**src/hw/smt_pkg.sv**
```systemverilog
// Package of constants, types and register map for the synchronous master serial transmitter.
package smt_pkg;

  // ----------------------------------------------------------------
  // Register byte offsets
  // ----------------------------------------------------------------
  localparam logic [7:0] ADR_TX_CTRL = 8'h00;
  localparam logic [7:0] ADR_RX_CTRL = 8'h04;
  localparam logic [7:0] ADR_BAUD_CTRL = 8'h08;
  localparam logic [7:0] ADR_DIV_LOW = 8'h0c;
  localparam logic [7:0] ADR_DIV_HIGH = 8'h10;
  localparam logic [7:0] ADR_TX_BUF = 8'h14;
  localparam logic [7:0] ADR_FLAGS = 8'h18;
  localparam logic [7:0] ADR_IRQ_STAT = 8'h1c;
  localparam logic [7:0] ADR_IRQ_MASK = 8'h20;
  localparam logic [7:0] ADR_INT_CTRL = 8'h24;

  // ----------------------------------------------------------------
  // Field positions
  // ----------------------------------------------------------------
  localparam int TXC_MASTER = 7;
  localparam int TXC_NINTH_EN = 6;
  localparam int TXC_TX_EN = 5;
  localparam int TXC_SYNC = 4;
  localparam int TXC_SHIFT_EMPTY = 1;
  localparam int TXC_NINTH_VAL = 0;
  localparam int RXC_PORT_EN = 7;
  localparam int RXC_RX_EN = 4;
  localparam int RXC_DATA_LVL = 0;
  localparam int BDC_POLARITY = 4;
  localparam int BDC_WIDE = 3;
  localparam int FLG_BUF_EMPTY = 0;
  localparam int FLG_RX_INHIBIT = 1;
  localparam int EVT_BUF_EMPTY = 0;
  localparam int EVT_WORD_DONE = 1;
  localparam int INC_GLOBAL = 7;
  localparam int INC_PERIPH = 6;

  // ----------------------------------------------------------------
  // Reset values and counts
  // ----------------------------------------------------------------
  localparam logic [7:0] RST_BYTE = 8'h00;
  localparam logic [1:0] RST_EVT = 2'h0;
  localparam logic [3:0] BITS_NARROW = 4'h8;
  localparam logic [3:0] BITS_WIDE = 4'h9;

  typedef enum logic [1:0] {ST_IDLE, ST_LOAD, ST_SHIFT} smt_state_e;

  // Wishbone request as seen by the slave.
  typedef struct packed {
    logic cyc;
    logic stb;
    logic we;
    logic [7:0] adr;
    logic [3:0] sel;
    logic [31:0] dat;
  } smt_wb_req_s;

endpackage

```
**src/hw/smt_sync_master_tx.sv**
```systemverilog
// Synchronous master serial transmitter with a classic Wishbone register slave.
// Function
// - Clock-master select bit 7 of transmit control makes the block drive the clock.
// - Half-duplex: transmitting blocks reception and receiving blocks transmission.
// - Sync mode bit 4 of transmit control selects synchronous operation.
// - Port enable bit 7 of receive control claims the clock and data lines.
// - In master mode the shift clock is driven onto the clock line.
// - Clock idle level follows polarity bit 4 of baud control.
// - Shift register reloads only after the last bit, then at once if data waits.
// - Buffer to shift register move takes one cycle and sets buffer-empty flag.
// - Buffer-empty flag sets regardless of its interrupt enable.
// - Buffer-empty flag clears only by writing the transmit buffer.
// - Read-only shift-empty bit 1 of transmit control, polled, no interrupt.
// - The shift register itself has no address.
// - Transmit enable allows it; writing the buffer starts a transfer.
module smt_sync_master_tx (
  // Clock and reset
  input wire logic SYS_CLK_IN,
  input wire logic SYS_RST_IN,
  // Wishbone slave
  input wire logic WB_CYC_IN,
  input wire logic WB_STB_IN,
  input wire logic WB_WE_IN,
  input wire logic [7:0] WB_ADR_IN,
  input wire logic [3:0] WB_SEL_IN,
  input wire logic [31:0] WB_DAT_IN,
  output logic [31:0] WB_DAT_OUT,
  output logic WB_ACK_OUT,
  // Interrupt
  output logic IRQ_OUT,
  // Serial clock line
  input wire logic SCLK_IN,
  output logic SCLK_OUT,
  output logic SCLK_OE_OUT,
  // Serial data line
  input wire logic SDATA_IN,
  output logic SDATA_OUT,
  output logic SDATA_OE_OUT
);

  // ----------------------------------------------------------------
  // Registers and helpers
  // ----------------------------------------------------------------
  // All software state lives in byte-wide registers on lane 0 of the bus.
  // The upper lanes read as zero and are ignored on writes, which keeps the
  // decode small at the cost of one access per register.
  // The clock line is only claimed when the port is enabled in synchronous
  // master mode; otherwise the pin is left to whatever else shares it.
  smt_pkg::smt_wb_req_s req;
  smt_pkg::smt_state_e st_ff;
  logic ack_ff;
  logic [31:0] rdat_ff;
  logic [7:0] tx_ctrl_ff, rx_ctrl_ff, baud_ctrl_ff, div_low_ff, div_high_ff, int_ctrl_ff;
  logic [7:0] buf_ff;
  logic buf_full_ff;
  logic [1:0] irq_stat_ff, irq_mask_ff;
  logic irq_ff;
  logic [8:0] shift_ff;
  logic [3:0] bits_ff;
  logic [15:0] cnt_ff;
  logic phase_ff;
  logic sclk_ff, sclk_oe_ff, sdata_ff, sdata_oe_ff;
  logic sck_s1_ff, sck_s2_ff, sck_s3_ff, dat_s1_ff, dat_s2_ff;
  logic wr, wr_buf, master, polarity, can_go, lead_ev, trail_ev, load_ev, done_ev;
  logic [15:0] divisor;
  logic [31:0] rd_mux;

  // Byte lane 0 merge used by the control, baud, divisor and interrupt control registers.
  function automatic logic [7:0] wr_byte(input logic [7:0] old, input logic [3:0] sel,
                                         input logic [31:0] dat);
    wr_byte = sel[0] ? dat[7:0] : old;
  endfunction

  assign req = '{cyc: WB_CYC_IN, stb: WB_STB_IN, we: WB_WE_IN, adr: WB_ADR_IN,
                 sel: WB_SEL_IN, dat: WB_DAT_IN};
  // Writes land on the edge where the master samples ack.
  assign wr = req.cyc & req.stb & req.we & ack_ff;
  assign wr_buf = wr & (req.adr == smt_pkg::ADR_TX_BUF) & req.sel[0];
  assign master = tx_ctrl_ff[smt_pkg::TXC_MASTER];
  assign polarity = baud_ctrl_ff[smt_pkg::BDC_POLARITY];
  // Port enable, sync mode and transmit enable are all needed; active receive blocks it.
  assign can_go = rx_ctrl_ff[smt_pkg::RXC_PORT_EN] & tx_ctrl_ff[smt_pkg::TXC_SYNC]
                  & tx_ctrl_ff[smt_pkg::TXC_TX_EN]
                  & ~rx_ctrl_ff[smt_pkg::RXC_RX_EN];
  assign divisor = baud_ctrl_ff[smt_pkg::BDC_WIDE] ? {div_high_ff, div_low_ff}
                                                   : {8'h00, div_low_ff};
  assign load_ev = (st_ff == smt_pkg::ST_LOAD);
  assign done_ev = (st_ff == smt_pkg::ST_SHIFT) & trail_ev & (bits_ff == 4'h1);

  // ----------------------------------------------------------------
  // Input synchronisers
  // ----------------------------------------------------------------
  // Both line inputs come from pins and may change at any time relative to
  // the system clock. Two flip-flops settle them before any logic reads them.
  // The third clock stage exists only to find edges on the settled value.
  always_ff @(posedge SYS_CLK_IN or posedge SYS_RST_IN) begin
    if (SYS_RST_IN) begin
      sck_s1_ff <= 1'b0;
      sck_s2_ff <= 1'b0;
      sck_s3_ff <= 1'b0;
      dat_s1_ff <= 1'b0;
      dat_s2_ff <= 1'b0;
    end else begin
      sck_s1_ff <= SCLK_IN;
      sck_s2_ff <= sck_s1_ff;
      sck_s3_ff <= sck_s2_ff;
      dat_s1_ff <= SDATA_IN;
      dat_s2_ff <= dat_s1_ff;
    end
  end

  // ----------------------------------------------------------------
  // Clock edge events
  // ----------------------------------------------------------------
  // Master mode times each half period from the divisor; otherwise an external
  // clock on the line is followed, which costs three cycles of latency.
  always_comb begin
    lead_ev = 1'b0;
    trail_ev = 1'b0;
    if (st_ff == smt_pkg::ST_SHIFT) begin
      if (master) begin
        lead_ev = (cnt_ff == 16'h0000) & ~phase_ff;
        trail_ev = (cnt_ff == 16'h0000) & phase_ff;
      end else begin
        lead_ev = (sck_s2_ff != sck_s3_ff) & (sck_s2_ff != polarity);
        trail_ev = (sck_s2_ff != sck_s3_ff) & (sck_s2_ff == polarity);
      end
    end
  end

  always_ff @(posedge SYS_CLK_IN or posedge SYS_RST_IN) begin
    if (SYS_RST_IN) begin
      cnt_ff <= 16'h0000;
      phase_ff <= 1'b0;
      sclk_ff <= 1'b0;
      sclk_oe_ff <= 1'b0;
    end else begin
      sclk_oe_ff <= master & rx_ctrl_ff[smt_pkg::RXC_PORT_EN]
                    & tx_ctrl_ff[smt_pkg::TXC_SYNC];
      if (st_ff != smt_pkg::ST_SHIFT) begin
        cnt_ff <= divisor;
        phase_ff <= 1'b0;
        sclk_ff <= polarity;
      end else if (lead_ev) begin
        cnt_ff <= divisor;
        phase_ff <= 1'b1;
        sclk_ff <= ~polarity;
      end else if (trail_ev) begin
        cnt_ff <= divisor;
        phase_ff <= 1'b0;
        sclk_ff <= polarity;
      end else if (master) begin
        cnt_ff <= cnt_ff - 16'h0001;
      end
    end
  end

  // ----------------------------------------------------------------
  // Transmit state machine and shift register
  // ----------------------------------------------------------------
  // The word leaves least significant bit first. The first bit is placed on
  // the data line during the load cycle, so it is settled a full idle half
  // period before the first sampling edge.
  // Losing any of the enables aborts the word at once; the partly sent word
  // is dropped and the line returns to idle.
  // The shift register has no bus address and can only be seen through the
  // shift-empty bit and the receive-inhibit flag.
  always_ff @(posedge SYS_CLK_IN or posedge SYS_RST_IN) begin
    if (SYS_RST_IN) begin
      st_ff <= smt_pkg::ST_IDLE;
      shift_ff <= 9'h000;
      bits_ff <= 4'h0;
      sdata_ff <= 1'b0;
      sdata_oe_ff <= 1'b0;
    end else begin
      sdata_oe_ff <= can_go & (st_ff != smt_pkg::ST_IDLE);
      case (st_ff)
        smt_pkg::ST_IDLE: begin
          if (buf_full_ff & can_go) begin
            st_ff <= smt_pkg::ST_LOAD;
          end
        end
        smt_pkg::ST_LOAD: begin
          // One cycle to move the buffer into the shift register.
          shift_ff <= {tx_ctrl_ff[smt_pkg::TXC_NINTH_VAL], buf_ff};
          bits_ff <= tx_ctrl_ff[smt_pkg::TXC_NINTH_EN] ? smt_pkg::BITS_WIDE
                                                       : smt_pkg::BITS_NARROW;
          sdata_ff <= buf_ff[0];
          st_ff <= can_go ? smt_pkg::ST_SHIFT : smt_pkg::ST_IDLE;
        end
        smt_pkg::ST_SHIFT: begin
          if (!can_go) begin
            st_ff <= smt_pkg::ST_IDLE;
          end else if (trail_ev) begin
            if (bits_ff == 4'h1) begin
              // Reload straight after the last bit only if a word waits.
              st_ff <= buf_full_ff ? smt_pkg::ST_LOAD : smt_pkg::ST_IDLE;
            end else begin
              // Data moves on the return-to-idle edge, opposite the sampling edge.
              shift_ff <= {1'b0, shift_ff[8:1]};
              sdata_ff <= shift_ff[1];
              bits_ff <= bits_ff - 4'h1;
            end
          end
        end
        default: begin
          st_ff <= smt_pkg::ST_IDLE;
        end
      endcase
    end
  end

  // ----------------------------------------------------------------
  // Transmit buffer
  // ----------------------------------------------------------------
  // A write in the same cycle as a load keeps the new word: the load took the old one.
  always_ff @(posedge SYS_CLK_IN or posedge SYS_RST_IN) begin
    if (SYS_RST_IN) begin
      buf_ff <= smt_pkg::RST_BYTE;
      buf_full_ff <= 1'b0;
    end else begin
      if (wr_buf) begin
        buf_ff <= req.dat[7:0];
        buf_full_ff <= 1'b1;
      end else if (load_ev) begin
        buf_full_ff <= 1'b0;
      end
    end
  end

  // ----------------------------------------------------------------
  // Control registers
  // ----------------------------------------------------------------
  always_ff @(posedge SYS_CLK_IN or posedge SYS_RST_IN) begin
    if (SYS_RST_IN) begin
      tx_ctrl_ff <= smt_pkg::RST_BYTE;
      rx_ctrl_ff <= smt_pkg::RST_BYTE;
      baud_ctrl_ff <= smt_pkg::RST_BYTE;
      div_low_ff <= smt_pkg::RST_BYTE;
      div_high_ff <= smt_pkg::RST_BYTE;
      int_ctrl_ff <= smt_pkg::RST_BYTE;
      irq_mask_ff <= smt_pkg::RST_EVT;
    end else if (wr) begin
      case (req.adr)
        smt_pkg::ADR_TX_CTRL: tx_ctrl_ff <= wr_byte(tx_ctrl_ff, req.sel, req.dat);
        smt_pkg::ADR_RX_CTRL: rx_ctrl_ff <= wr_byte(rx_ctrl_ff, req.sel, req.dat);
        smt_pkg::ADR_BAUD_CTRL: baud_ctrl_ff <= wr_byte(baud_ctrl_ff, req.sel, req.dat);
        smt_pkg::ADR_DIV_LOW: div_low_ff <= wr_byte(div_low_ff, req.sel, req.dat);
        smt_pkg::ADR_DIV_HIGH: div_high_ff <= wr_byte(div_high_ff, req.sel, req.dat);
        smt_pkg::ADR_INT_CTRL: int_ctrl_ff <= wr_byte(int_ctrl_ff, req.sel, req.dat);
        smt_pkg::ADR_IRQ_MASK: begin
          irq_mask_ff <= req.sel[0] ? req.dat[1:0] : irq_mask_ff;
        end
        default: begin
        end
      endcase
    end
  end

  // ----------------------------------------------------------------
  // Interrupts
  // ----------------------------------------------------------------
  // The status bits are sticky and are cleared by writing a one. The mask
  // only gates the request line, so software can always poll the status.
  // The request line is registered and lags the status by one cycle.
  // Events win over a write-one clear in the same cycle so none is lost.
  always_ff @(posedge SYS_CLK_IN or posedge SYS_RST_IN) begin
    if (SYS_RST_IN) begin
      irq_stat_ff <= smt_pkg::RST_EVT;
      irq_ff <= 1'b0;
    end else begin
      irq_stat_ff <= (irq_stat_ff & ~((wr && req.adr == smt_pkg::ADR_IRQ_STAT && req.sel[0])
                                      ? req.dat[1:0] : 2'h0))
                     | {done_ev, load_ev};
      irq_ff <= (|(irq_stat_ff & irq_mask_ff)) & int_ctrl_ff[smt_pkg::INC_GLOBAL]
                & int_ctrl_ff[smt_pkg::INC_PERIPH];
    end
  end

  // ----------------------------------------------------------------
  // Wishbone read path
  // ----------------------------------------------------------------
  // Read data is captured when the request is first seen and then held, so
  // the master may take it at the acknowledge edge without a combinational
  // path from the address to the data output.
  // Unmapped addresses read as zero.
  always_comb begin
    rd_mux = 32'h0000_0000;
    case (req.adr)
      smt_pkg::ADR_TX_CTRL: begin
        rd_mux[7:0] = tx_ctrl_ff;
        rd_mux[smt_pkg::TXC_SHIFT_EMPTY] = (st_ff == smt_pkg::ST_IDLE);
      end
      smt_pkg::ADR_RX_CTRL: begin
        rd_mux[7:0] = rx_ctrl_ff;
        rd_mux[smt_pkg::RXC_DATA_LVL] = dat_s2_ff;
      end
      smt_pkg::ADR_BAUD_CTRL: rd_mux[7:0] = baud_ctrl_ff;
      smt_pkg::ADR_DIV_LOW: rd_mux[7:0] = div_low_ff;
      smt_pkg::ADR_DIV_HIGH: rd_mux[7:0] = div_high_ff;
      smt_pkg::ADR_TX_BUF: rd_mux[7:0] = buf_ff;
      smt_pkg::ADR_FLAGS: begin
        rd_mux[smt_pkg::FLG_BUF_EMPTY] = ~buf_full_ff;
        rd_mux[smt_pkg::FLG_RX_INHIBIT] = (st_ff != smt_pkg::ST_IDLE);
      end
      smt_pkg::ADR_IRQ_STAT: rd_mux[1:0] = irq_stat_ff;
      smt_pkg::ADR_IRQ_MASK: rd_mux[1:0] = irq_mask_ff;
      smt_pkg::ADR_INT_CTRL: rd_mux[7:0] = int_ctrl_ff;
      default: rd_mux = 32'h0000_0000;
    endcase
  end

  // Every access, mapped or not, is acknowledged one cycle after the strobe.
  always_ff @(posedge SYS_CLK_IN or posedge SYS_RST_IN) begin
    if (SYS_RST_IN) begin
      ack_ff <= 1'b0;
      rdat_ff <= 32'h0000_0000;
    end else begin
      ack_ff <= req.cyc & req.stb & ~ack_ff;
      if (req.cyc & req.stb & ~ack_ff & ~req.we) begin
        rdat_ff <= rd_mux;
      end
    end
  end

  assign WB_ACK_OUT = ack_ff;
  assign WB_DAT_OUT = rdat_ff;
  assign IRQ_OUT = irq_ff;
  assign SCLK_OUT = sclk_ff;
  assign SCLK_OE_OUT = sclk_oe_ff;
  assign SDATA_OUT = sdata_ff;
  assign SDATA_OE_OUT = sdata_oe_ff;

endmodule // smt_sync_master_tx

```
**config.mk**
```make
export PLATFORM = sky130hd
export DESIGN_NAME = smt_sync_master_tx
export DESIGN_NICKNAME = d
export VERILOG_FILES = /design/src/hw/smt_pkg.sv /design/src/hw/smt_sync_master_tx.sv
export SDC_FILE = /design/constraint.sdc
export NUM_CORES = 1
export LEC_CHECK = 0
export ABC_AREA = 1
export BUFFER_PORTS_ARGS = -buffer_cell sky130_fd_sc_hd__buf_4
export CAP_MARGIN = 25
export CORE_MARGIN = 8
export CORE_UTILIZATION = 53
export CTS_BUF_LIST = sky130_fd_sc_hd__clkbuf_4
export CTS_CLUSTER_DIAMETER = 100
export DETAILED_ROUTE_END_ITERATION = 8
export GPL_ROUTABILITY_DRIVEN = 0
export GPL_TIMING_DRIVEN = 0
export PLACE_DENSITY = 0.86
export SYNTH_ARGS = -nofsm -noshare
export SYNTH_HDL_FRONTEND = slang
export SYNTH_SLANG_ARGS = --single-unit
```
**constraint.sdc**
```tcl
create_clock -name SYS_CLK_IN -period 3.45 [get_ports SYS_CLK_IN]
set_clock_uncertainty 0.15 [all_clocks]
set_input_delay 0.345 -clock SYS_CLK_IN [delete_from_list [all_inputs] [get_ports SYS_CLK_IN]]
set_output_delay 0.345 -clock SYS_CLK_IN [all_outputs]
set_load 0.05 [all_outputs]
```
==> results.py, run 1 <==
metrics = {
    "logic_synthesis": {
        "yosysWarningCount": 0,
        "yosysSeqAreaShare": 0.466,
        "synth_edf_count": 0,
        "ys_types": 41,
        "synthTopCellsByCount": "nand2_1 (255), dfrtp_1 (109), o21ai_0 (64)",
        "netlist_instances": 737,
        "syn_area_mm2": 0.00585,
        "synth_top_area_cell": "dfrtp_1",
        "async_reset_ff_frac": 1.00,
        "synthFlopType": "dfrtp_1",
        "synth_seq_cells": 109,
        "yosysMostFrequentCell": "nand2_1",
        "syn_area_per_cell_um2": 7.94,
        "synth_top_area_frac": 0.466,
        "ys_top_cells_by_area": "dfrtp_1 (47%), nand2_1 (16%), o21ai_0 (5.5%)",
    },
    "floorplan": {
        "dieArea_mm2": 0.0147,
        "die_w_um": 121,
        "fp.dieH_um": 121,
        "core_mm2": 0.0108,
        "rows": 38,
        "start_util": 0.542,
        "io_pins": 89,
    },
    "worst_setup_path": {
        "cpLargestDelayFamily": "simple AND/OR/NAND/NOR gates",
        "worstSetupStartpointType": "register",
        "r2r_end": "cnt_ff[7]$_DFFE_PP0P_",
        "cp.buffers_inverters": 2,
        "crit_fanout": 10,
        "rrSetupSlack_ns": 1.37,
        "critPathRequiredTime_ns": 3.69,
        "critPathMaxStageDelay_ns": 0.43,
        "worstPathCellList": "inv_1 > ha_1 > nand3_1 > nor2_1 > nand2_1 > nand2_2 > nand2_4 > nand2_8 > buf_12 > nand2_1 > nand3_1 > nand2_1",
        "end_kind": "register",
        "path_common_cell": "nand2_1",
        "timing.rr.start": "cnt_ff[0]$_DFFE_PP0P_",
        "reg2regPathDepth": 12,
        "critPathSlowestCell": "dfrtp_1",
        "critPathKind": "reg -> reg",
        "critPathArrivalTime_ns": 2.32,
    },
    "grt": {
        "grt_pass1_vias": 4792,
        "grt_pass1_wl_um": 23300,
        "grt_max_degree": 73,
        "grt_use_total": 0.198,
        "grt_overflow_total": 0,
        "antenna_found_initial": 0,
    },
    "layout": {
        "area_growth_pct": 12.8,
        "fillers": 931,
        "antenna_cells": 0,
        "nNetsFinal": 867,
        "final_core_util": 0.612,
        "drive_above_1_share": 0.170,
    },
    "route": {
        "drt_iter0_drc": 387,
        "wl_um": 13800,
        "dr_total_vias": 4970,
        "ant_nets": 0,
        "drc": 0,
        "wl_per_cell_um": 14.4,
        "viasPerCell": 5.19,
        "drt_pass1_iterations": 5,
    },
    "job": {
        "drv_cap": 0,
    },
    "clocking": {
        "numClockSinks": 109,
        "tritoncts": "yes",
        "path_clk_slew_ns": 0.19,
        "cts_buffers": 9,
        "ctsHtreeMaxLevel": 3,
        "cts_buffer_depth": 2,
        "clock_latency_ns": 0.49,
        "clockRootBuffer": "clkbuf_4",
    },
    "status": {
        "outcome": "completed",
    },
    "pwr": {
        "power_density_mw_per_mm2": 331,
        "seq_power_share": 0.589,
        "switching_share": 0.279,
        "power_frac_comb": 0.088,
        "p_sw_w": 0.000609,
        "peakVddDrop_uv": 394,
        "p_int_w": 0.00158,
        "clkPwrFrac": 0.323,
        "power_w": 0.00218,
        "p_leak_nw": 3.43,
    },
    "sta": {
        "slew-limit-headroom": 0.408,
        "worst_pin_slew_ns": 0.888,
        "fmax_mhz": 480,
        "slew_violations": 0,
        "hold_viol": 0,
        "setup_violations": 0,
        "period_needed_ns": 2.08,
        "rsz0062_at_grt": "no",
        "finalCritPeriodShare": 0.604,
    },
    "worst_hold_path": {
        "worstHoldPathCells": 4,
        "holdCritPathClass": "in -> reg",
        "min_to": "WB_DAT_OUT[5]$_DFFE_PP0P_",
        "hp-start": "WB_WE_IN",
    },
    "placed_design": {
        "portBuffers": 37,
        "post-dp-hpwl_um": 10300,
    },
}
through the flow:
step	setup WS [ns]	setup TNS, ns	hold WS, ns	instance area (um^2)	cells
after floorplan	0.0811	0	0.181	5940	760
after global placement	-1.09	-117.64	0.183	6390	937
after detailed placement	1.42	0	0.186	6410	938
after CTS	1.38	0	0.00393	6600	957
after global routing	1.18	0	0.0133	6600	957
final	1.37	0	0.00583	6600	957
tightest hold or removal path, cell delays in order:
cell and delay [ns]:
buf_4 0.09, nor3_2 0.08, nand2_1 0.07, nand2_1 0.04
repair_timing:
action	CTS	global route
setup endpoints to repair	0	0
resized for setup	0	0
hold buffers	3	0
endpoints found under the hold margin	73	0
setup buffers	0	0
placed cells by master (no fill, tap or decap), types with 2 or more instances in the layout:
master and count:
inv_4 2, dlygate4sd3_1 3, o21ai_1 12, a21oi_1 9
inv_1 60, clkbuf_4 9, xnor2_1 4, buf_12 2
o31ai_2 8, buf_6 3, ha_1 4, nand3_1 54
o21ai_0 64, nor2_4 7, nand2_2 5, buf_4 62
clkbuf_8 2, conb_1 24, xor2_1 8, inv_6 3
buf_2 9, nand3_2 7, nand3_4 2, nor2_1 53
dfrtp_1 109, nor3_2 2, nor2_2 6, nand2_1 255
nand4_1 3, nand3b_1 7, clkinv_1 2
registers in the layout (all words and copies together) (netlist names), 2 cells and up:
name,count
irq_stat_ff,2
irq_mask_ff,2
cnt_ff,16
buf_ff,8
div_low_ff,8
bits_ff,4
div_high_ff,8
st_ff,2
tx_ctrl_ff,7
shift_ff,9
int_ctrl_ff,8
baud_ctrl_ff,8
WB_DAT_OUT,8
rx_ctrl_ff,7
cell type report:
class	instances	area, um^2	share of cell area
flip-flops and latches	109	2730	0.413
multi-input cells	544	2640	0.399
repair buffers	41	328	0.0496
plain buffers	41	318	0.0481
inverters	66	258	0.0390
well taps	140	175	0.0265
clock inverters	7	91.3	0.0138
clock buffers	9	67.6	0.0102
metal layers:
metal | global-route usage | vias up | part of all wire
met2 | 0.306 | 194 | 0.45
met4 | 0.0835 | 0 | 0.030
met3 | 0.0489 | 37 | 0.067
li1 | - | 2458 | -
met1 | 0.259 | 2281 | 0.45
met5 | 0 | - | 0
power by group through the flow:
stage | logic, W | registers [W] | clock network [W]
finish | 0.000193 | 0.00129 | 0.000705
global route | 0.000209 | 0.00129 | 0.000762
CTS | 0.000193 | 0.00129 | 0.000712
detailed placement | 0.000190 | 0.00131 | 0
global placement | 0.000185 | 0.00131 | 0
floorplan | 0.000136 | 0.00131 | 0
worst max path at each step:
stage | end | cells after the start | start
finish | cnt_ff[7]$_DFFE_PP0P_ | 12 | cnt_ff[0]$_DFFE_PP0P_
global route | cnt_ff[8]$_DFFE_PP0P_ | 12 | cnt_ff[0]$_DFFE_PP0P_
CTS | cnt_ff[8]$_DFFE_PP0P_ | 12 | cnt_ff[0]$_DFFE_PP0P_
detailed placement | cnt_ff[8]$_DFFE_PP0P_ | 12 | cnt_ff[0]$_DFFE_PP0P_
global placement | cnt_ff[7]$_DFFE_PP0P_ | 2 | SYS_RST_IN
floorplan | IRQ_OUT$_DFF_PP0_ | 1 | SYS_RST_IN
kinds of logic after synthesis:
family | Yosys count | share of synthesized area
buffers and inverters | 107 | 0.0979
flip-flops | 109 | 0.466
adder cells (fa/ha/maj) | 4 | 0.00855
AND/OR/NAND/NOR | 405 | 0.312
AO/OA/AOI/OAI | 99 | 0.0973
other | 1 | 0.000641
XOR/XNOR | 12 | 0.0180
(Power assumes the default switching activity.)
==> run 2, diff against run 1 <==
CORE_UTILIZATION = 59   (was 53)
PLACE_DENSITY = 0.9   (was 0.86)
clock period = 2 ns   (was 3.45 ns; I/O delays follow)
==> results.py, run 2 (synthesized netlist as in run 1, its figures left out) <==
metrics = {
    "status": {
        "outcome": "completed",
    },
    "placed_design": {
        "pre_cts_slack_ns": -0.00892,
        "portBuffers": 37,
        "post-dp-hpwl_um": 10800,
    },
    "route": {
        "viasPerCell": 5.44,
        "ant_nets": 0,
        "drt_iter0_drc": 489,
        "drc": 0,
        "dr_total_vias": 5255,
        "wl_um": 15000,
        "wl_per_cell_um": 15.6,
        "drt_pass1_iterations": 6,
    },
    "clocking": {
        "cts_buffer_depth": 2,
        "numClockSinks": 109,
        "clock_latency_ns": 0.49,
        "ctsHtreeMaxLevel": 3,
        "path_clk_slew_ns": 0.18,
        "tritoncts": "yes",
        "cts_buffers": 9,
        "clockRootBuffer": "clkbuf_4",
    },
    "worst_setup_path": {
        "rrSetupSlack_ns": 0.11,
        "reg2regPathDepth": 12,
        "worstPathCellList": "inv_2 > ha_1 > nand3_2 > nor2_4 > nand3_2 > nand3_4 > inv_6 > nand2_8 > buf_12 > nand2_1 > nand3_1 > nand2_1",
        "critPathRequiredTime_ns": 2.24,
        "worstSetupStartpointType": "register",
        "r2r_end": "cnt_ff[9]$_DFFE_PP0P_",
        "cp_num_cells": 12,
        "cpLargestDelayFamily": "simple AND/OR/NAND/NOR gates",
        "timing.rr.start": "cnt_ff[0]$_DFFE_PP0P_",
        "crit_fanout": 10,
        "cp-endpoint": "cnt_ff[9]$_DFFE_PP0P_",
        "critPathSlowestCell": "dfrtp_1",
        "critPathKind": "reg -> reg",
        "end_kind": "register",
        "cp.buffers_inverters": 3,
        "critPathMaxStageDelay_ns": 0.43,
        "critPathArrivalTime_ns": 2.13,
        "crit_path_start": "cnt_ff[0]$_DFFE_PP0P_",
    },
    "layout": {
        "top_regs": "cnt_ff: 16 flops, shift_ff: 9 flops",
        "drive_above_1_share": 0.180,
        "nNetsFinal": 882,
        "layout_commonest_cell": "nand2_1",
        "top_register": "cnt_ff",
        "final_core_util": 0.702,
        "area_growth_pct": 16.1,
        "largest_register_ffs": 16,
        "fillers": 712,
        "final_cell_mix": "nand2_1 (255), dfrtp_1 (109), buf_4 (66)",
    },
    "sta": {
        "setup_ws_ns": 0.109,
        "period_needed_ns": 1.89,
        "slew_violations": 0,
        "fmax_mhz": 529,
        "fin_setup_tns_ns": 0,
        "slew-limit-headroom": 0.595,
        "hold_viol": 0,
        "setup_violations": 0,
        "worst_pin_slew_ns": 0.607,
        "finalCritPeriodShare": 0.945,
    },
    "pwr": {
        "peakVddDrop_uv": 336,
        "switching_share": 0.265,
        "power_density_mw_per_mm2": 570,
        "p_leak_nw": 3.52,
        "clkPwrFrac": 0.334,
        "power_frac_comb": 0.093,
        "p_int_w": 0.00285,
        "seq_power_share": 0.573,
        "p_sw_w": 0.00103,
    },
    "grt": {
        "grt_overflow_total": 0,
        "grt_max_degree": 43,
        "grt_pass1_vias": 5184,
        "grt_pass1_wl_um": 24300,
        "grt_use_total": 0.232,
        "antenna_found_initial": 1,
    },
    "floorplan": {
        "core_mm2": 0.00968,
        "dieArea_mm2": 0.0134,
        "fp.dieH_um": 116,
        "die_w_um": 116,
        "rows": 36,
        "start_util": 0.604,
        "io_pins": 89,
    },
    "worst_hold_path": {
        "holdCritPathClass": "in -> reg",
    },
    "job": {
        "drv_cap": 0,
    },
}
run 2: cell count changes in the layout (fill, tap and decap cells not counted), moves of 2 or more:
cell | previous run | this run
dlygate4sd3_1 | 3 | 13
buf_4 | 62 | 66
nor2_1 | 53 | 50
clkinv_4 | 1 | 3
inv_1 | 60 | 58
inv_2 | 1 | 3
inv_4 | 2 | 0
inv_6 | 3 | 1
nor2_4 | 7 | 9
run 2: area by class of cell:
cell class              instances  area, um^2  area share
well taps                     133         166      0.0245
plain buffers                  41         318      0.0468
inverters                      66         262      0.0385
clock inverters                 7         109      0.0160
flip-flops and latches        109        2730       0.401
repair buffers                 56         478      0.0703
multi-input cells             544        2660       0.392
clock buffers                   9        67.6     0.00994
diodes                          1        2.50    0.000368
run 2: per-stage QoR:
stage,total power (W),instances,instance area (um^2),hold WS [ns]
final,0.00387,966,6790,0.0222
after global routing,0.00400,966,6790,0.00731
after CTS,0.00388,961,6740,0.00111
after detailed placement,0.00259,932,6430,0.153
after global placement,0.00258,930,6390,0.160
after floorplan,0.00250,760,5940,0.0814
run 2: worst min path at each step:
stage / slack (ns) / cells past startpoint / from / end
floorplan: 0.08 / 0 / SDATA_IN / dat_s1_ff$_DFF_PP0_
global placement: 0.16 / 1 / SDATA_IN / dat_s1_ff$_DFF_PP0_
detailed placement: 0.15 / 2 / SYS_RST_IN / int_ctrl_ff[0]$_DFFE_PP0P_
CTS: 0.001 / 5 / WB_ADR_IN[2] / baud_ctrl_ff[5]$_DFFE_PP0P_
global route: 0.007 / 3 / WB_DAT_IN[1] / div_low_ff[1]$_DFFE_PP0P_
finish: 0.02 / 5 / WB_ADR_IN[2] / baud_ctrl_ff[5]$_DFFE_PP0P_
run 2: worst min-delay path, delay by kind of cell:
kind | cells | cell delay, ns
buffers and inverters | 1 | 0.12
and+or+nand+nor | 3 | 0.26
AOI/OAI and AO/OA | 1 | 0.06
run 2: power groups by stage:
stage / sequential (W) / clock, W / combinational [W]
after global placement: 0.00226 / 0 / 0.000316
after CTS: 0.00222 / 0.00130 / 0.000354
after global routing: 0.00222 / 0.00139 / 0.000386
after floorplan: 0.00227 / 0 / 0.000234
after detailed placement: 0.00226 / 0 / 0.000333
final: 0.00222 / 0.00129 / 0.000359
run 2: per-layer routing:
layer  track usage  share of wire
met1         0.281           0.40
met2         0.365           0.46
met3        0.0495          0.092
met4         0.158          0.049
met5             0              0
run 2: timing repair:
item                       in CTS  in global routing
gates resized for setup         1                  9
setup buffers                   0                  4
hold buffers                   13                  0
pin swaps                       0                  2
hold endpoints to repair       68                  0
setup endpoints to repair       2                 19
==> run 3, diff against run 2 <==
CELL_PAD_IN_SITES_DETAIL_PLACEMENT = 0   (was default)
CELL_PAD_IN_SITES_GLOBAL_PLACEMENT = 1   (was default)
CORE_UTILIZATION = 44   (was 59)
PLACE_DENSITY = 0.91   (was 0.9)
==> results.py, run 3 (synthesized netlist as in run 1, its figures left out) <==
metrics = {
    "status": {
        "outcome": "completed",
    },
    "sta": {
        "setup_violations": 0,
        "rsz0062_at_grt": "no",
        "worst_pin_slew_ns": 0.501,
        "fmax_mhz": 531,
        "finalCritPeriodShare": 0.942,
        "slew_violations": 0,
        "period_needed_ns": 1.88,
        "setup_ws_ns": 0.116,
        "fin_setup_tns_ns": 0,
        "hold_viol": 0,
        "slew-limit-headroom": 0.664,
    },
    "grt": {
        "grt_overflow_total": 0,
        "grt_pass1_wl_um": 24300,
        "grt_pass1_vias": 4538,
        "grt_max_degree": 43,
        "antenna_found_initial": 1,
        "grt_use_total": 0.175,
    },
    "worst_hold_path": {
        "min_to": "int_ctrl_ff[1]$_DFFE_PP0P_",
        "hp-start": "WB_DAT_IN[1]",
        "holdCritPathClass": "in -> reg",
        "worstHoldPathCells": 3,
    },
    "layout": {
        "multi_input_area_mm2": 0.00265,
        "fin_cells": 1011,
        "nNetsFinal": 884,
        "regArea_mm2": 0.00273,
        "drive_above_1_share": 0.179,
        "largest_register_ffs": 16,
        "stdcell_area_mm2": 0.00683,
        "layout_commonest_cell": "nand2_1",
        "fillers": 1293,
        "area_growth_pct": 16.7,
        "top_regs": "cnt_ff: 16 flops, shift_ff: 9 flops",
        "top_register": "cnt_ff",
        "final_cell_mix": "nand2_1 (255), dfrtp_1 (109), buf_4 (66)",
    },
    "route": {
        "ant_nets": 0,
        "wl_per_cell_um": 14.6,
        "drt_pass1_iterations": 6,
        "wl_um": 14800,
        "viasPerCell": 4.79,
        "drt_iter0_drc": 417,
        "dr_total_vias": 4839,
        "drc": 0,
    },
    "worst_setup_path": {
        "worstPathCellList": "inv_2 > ha_1 > nand3_1 > nor2_2 > nand3_2 > nand3_4 > inv_6 > nand2_8 > buf_12 > nand2_1 > nand3_1 > nand2_1",
        "critPathArrivalTime_ns": 2.13,
        "reg2regPathDepth": 12,
        "worstSetupStartpointType": "register",
        "cpLargestDelayFamily": "simple AND/OR/NAND/NOR gates",
        "timing.rr.start": "cnt_ff[0]$_DFFE_PP0P_",
        "r2r_end": "cnt_ff[10]$_DFFE_PP0P_",
        "critPathMaxStageDelay_ns": 0.43,
        "critPathRequiredTime_ns": 2.24,
        "critPathKind": "reg -> reg",
        "cp.buffers_inverters": 3,
        "rrSetupSlack_ns": 0.12,
        "critPathSlowestCell": "dfrtp_1",
        "end_kind": "register",
        "crit_fanout": 10,
    },
    "placed_design": {
        "post-dp-hpwl_um": 11000,
        "dpl_cell_area_mm2": 0.00650,
        "portBuffers": 37,
        "pre_cts_slack_ns": -0.00778,
        "dp.cells": 976,
    },
    "job": {
        "drv_cap": 0,
    },
    "pwr": {
        "power_density_mw_per_mm2": 548,
        "peakVddDrop_uv": 392,
        "p_leak_nw": 3.51,
    },
    "clocking": {
        "tritoncts": "yes",
        "cts_buffer_depth": 2,
        "numClockSinks": 109,
        "clockRootBuffer": "clkbuf_4",
        "clock_latency_ns": 0.49,
        "cts_buffers": 9,
        "ctsHtreeMaxLevel": 3,
        "path_clk_slew_ns": 0.17,
    },
    "floorplan": {
        "io_pins": 89,
        "rows": 42,
        "core_mm2": 0.0131,
        "dieArea_mm2": 0.0172,
        "start_util": 0.445,
        "die_w_um": 131,
        "fp.dieH_um": 131,
    },
}
[run 3: worst max-delay path by stage]
| stage | startpoint | to | slack [ns] | cells after the start |
|---|---|---|---|---|
| floorplan | WB_ACK_OUT$_DFF_PP0_ | baud_ctrl_ff[0]$_DFFE_PP0P_ | 0.19 | 6 |
| global placement | SYS_RST_IN | cnt_ff[7]$_DFFE_PP0P_ | -0.41 | 2 |
| detailed placement | cnt_ff[0]$_DFFE_PP0P_ | cnt_ff[8]$_DFFE_PP0P_ | -0.008 | 12 |
| CTS | cnt_ff[0]$_DFFE_PP0P_ | cnt_ff[10]$_DFFE_PP0P_ | 0.02 | 12 |
| global route | cnt_ff[0]$_DFFE_PP0P_ | cnt_ff[10]$_DFFE_PP0P_ | 0.001 | 12 |
| finish | cnt_ff[0]$_DFFE_PP0P_ | cnt_ff[10]$_DFFE_PP0P_ | 0.12 | 12 |
[run 3: layout make-up]
type	instances	share of cell area
clock inverter	6	0.00935
multi-input combinational	544	0.388
clock buffer	10	0.0110
sequential	109	0.400
inverter	66	0.0383
timing repair buffer	58	0.0744
buffer	41	0.0466
antenna	1	0.000367
tap	176	0.0323
[run 3: worst register-to-register path, cell delays in order (launching register included)]
cell     delay, ns
dfrtp_1       0.43
inv_2         0.08
ha_1          0.16
nand3_1       0.09
nor2_2        0.15
nand3_2       0.13
nand3_4       0.11
inv_6         0.08
nand2_8       0.10
buf_12        0.12
nand2_1       0.08
nand3_1       0.08
nand2_1       0.05
[run 3: where the power goes]
part	total (W)	switching (W)	internal [W]
sequential	0.00222	0.00000648	0.00221
combinational	0.000367	0.000251	0.000116
clock	0.00116	0.000762	0.000394
[run 3: repair_timing]
action | in CTS | in global routing
endpoints found under the setup margin | 6 | 16
pin swaps | 0 | 3
buffers inserted | 0 | 4
hold endpoints to repair | 151 | 0
gates resized for setup | 1 | 6
hold buffers | 14 | 0
[run 3: layer usage]
layer  track usage  wire length, um  vias up
li1              -                -     2486
met1         0.243             7060     2195
met2         0.265             6620      135
met3        0.0313              751       23
met4        0.0702              360        0
met5             0                0        -
[run 3: per-stage QoR]
step	power (W)	hold slack [ns]	util
3_5_place_dp	0.00260	-0.0181	0.495
2_1_floorplan	0.00250	0.0814	-
6_report	0.00374	0.00440	0.520
5_1_grt	0.00388	0.0128	0.520
3_3_place_gp	0.00259	0.160	0.490
4_1_cts	0.00376	0.0000652	0.516
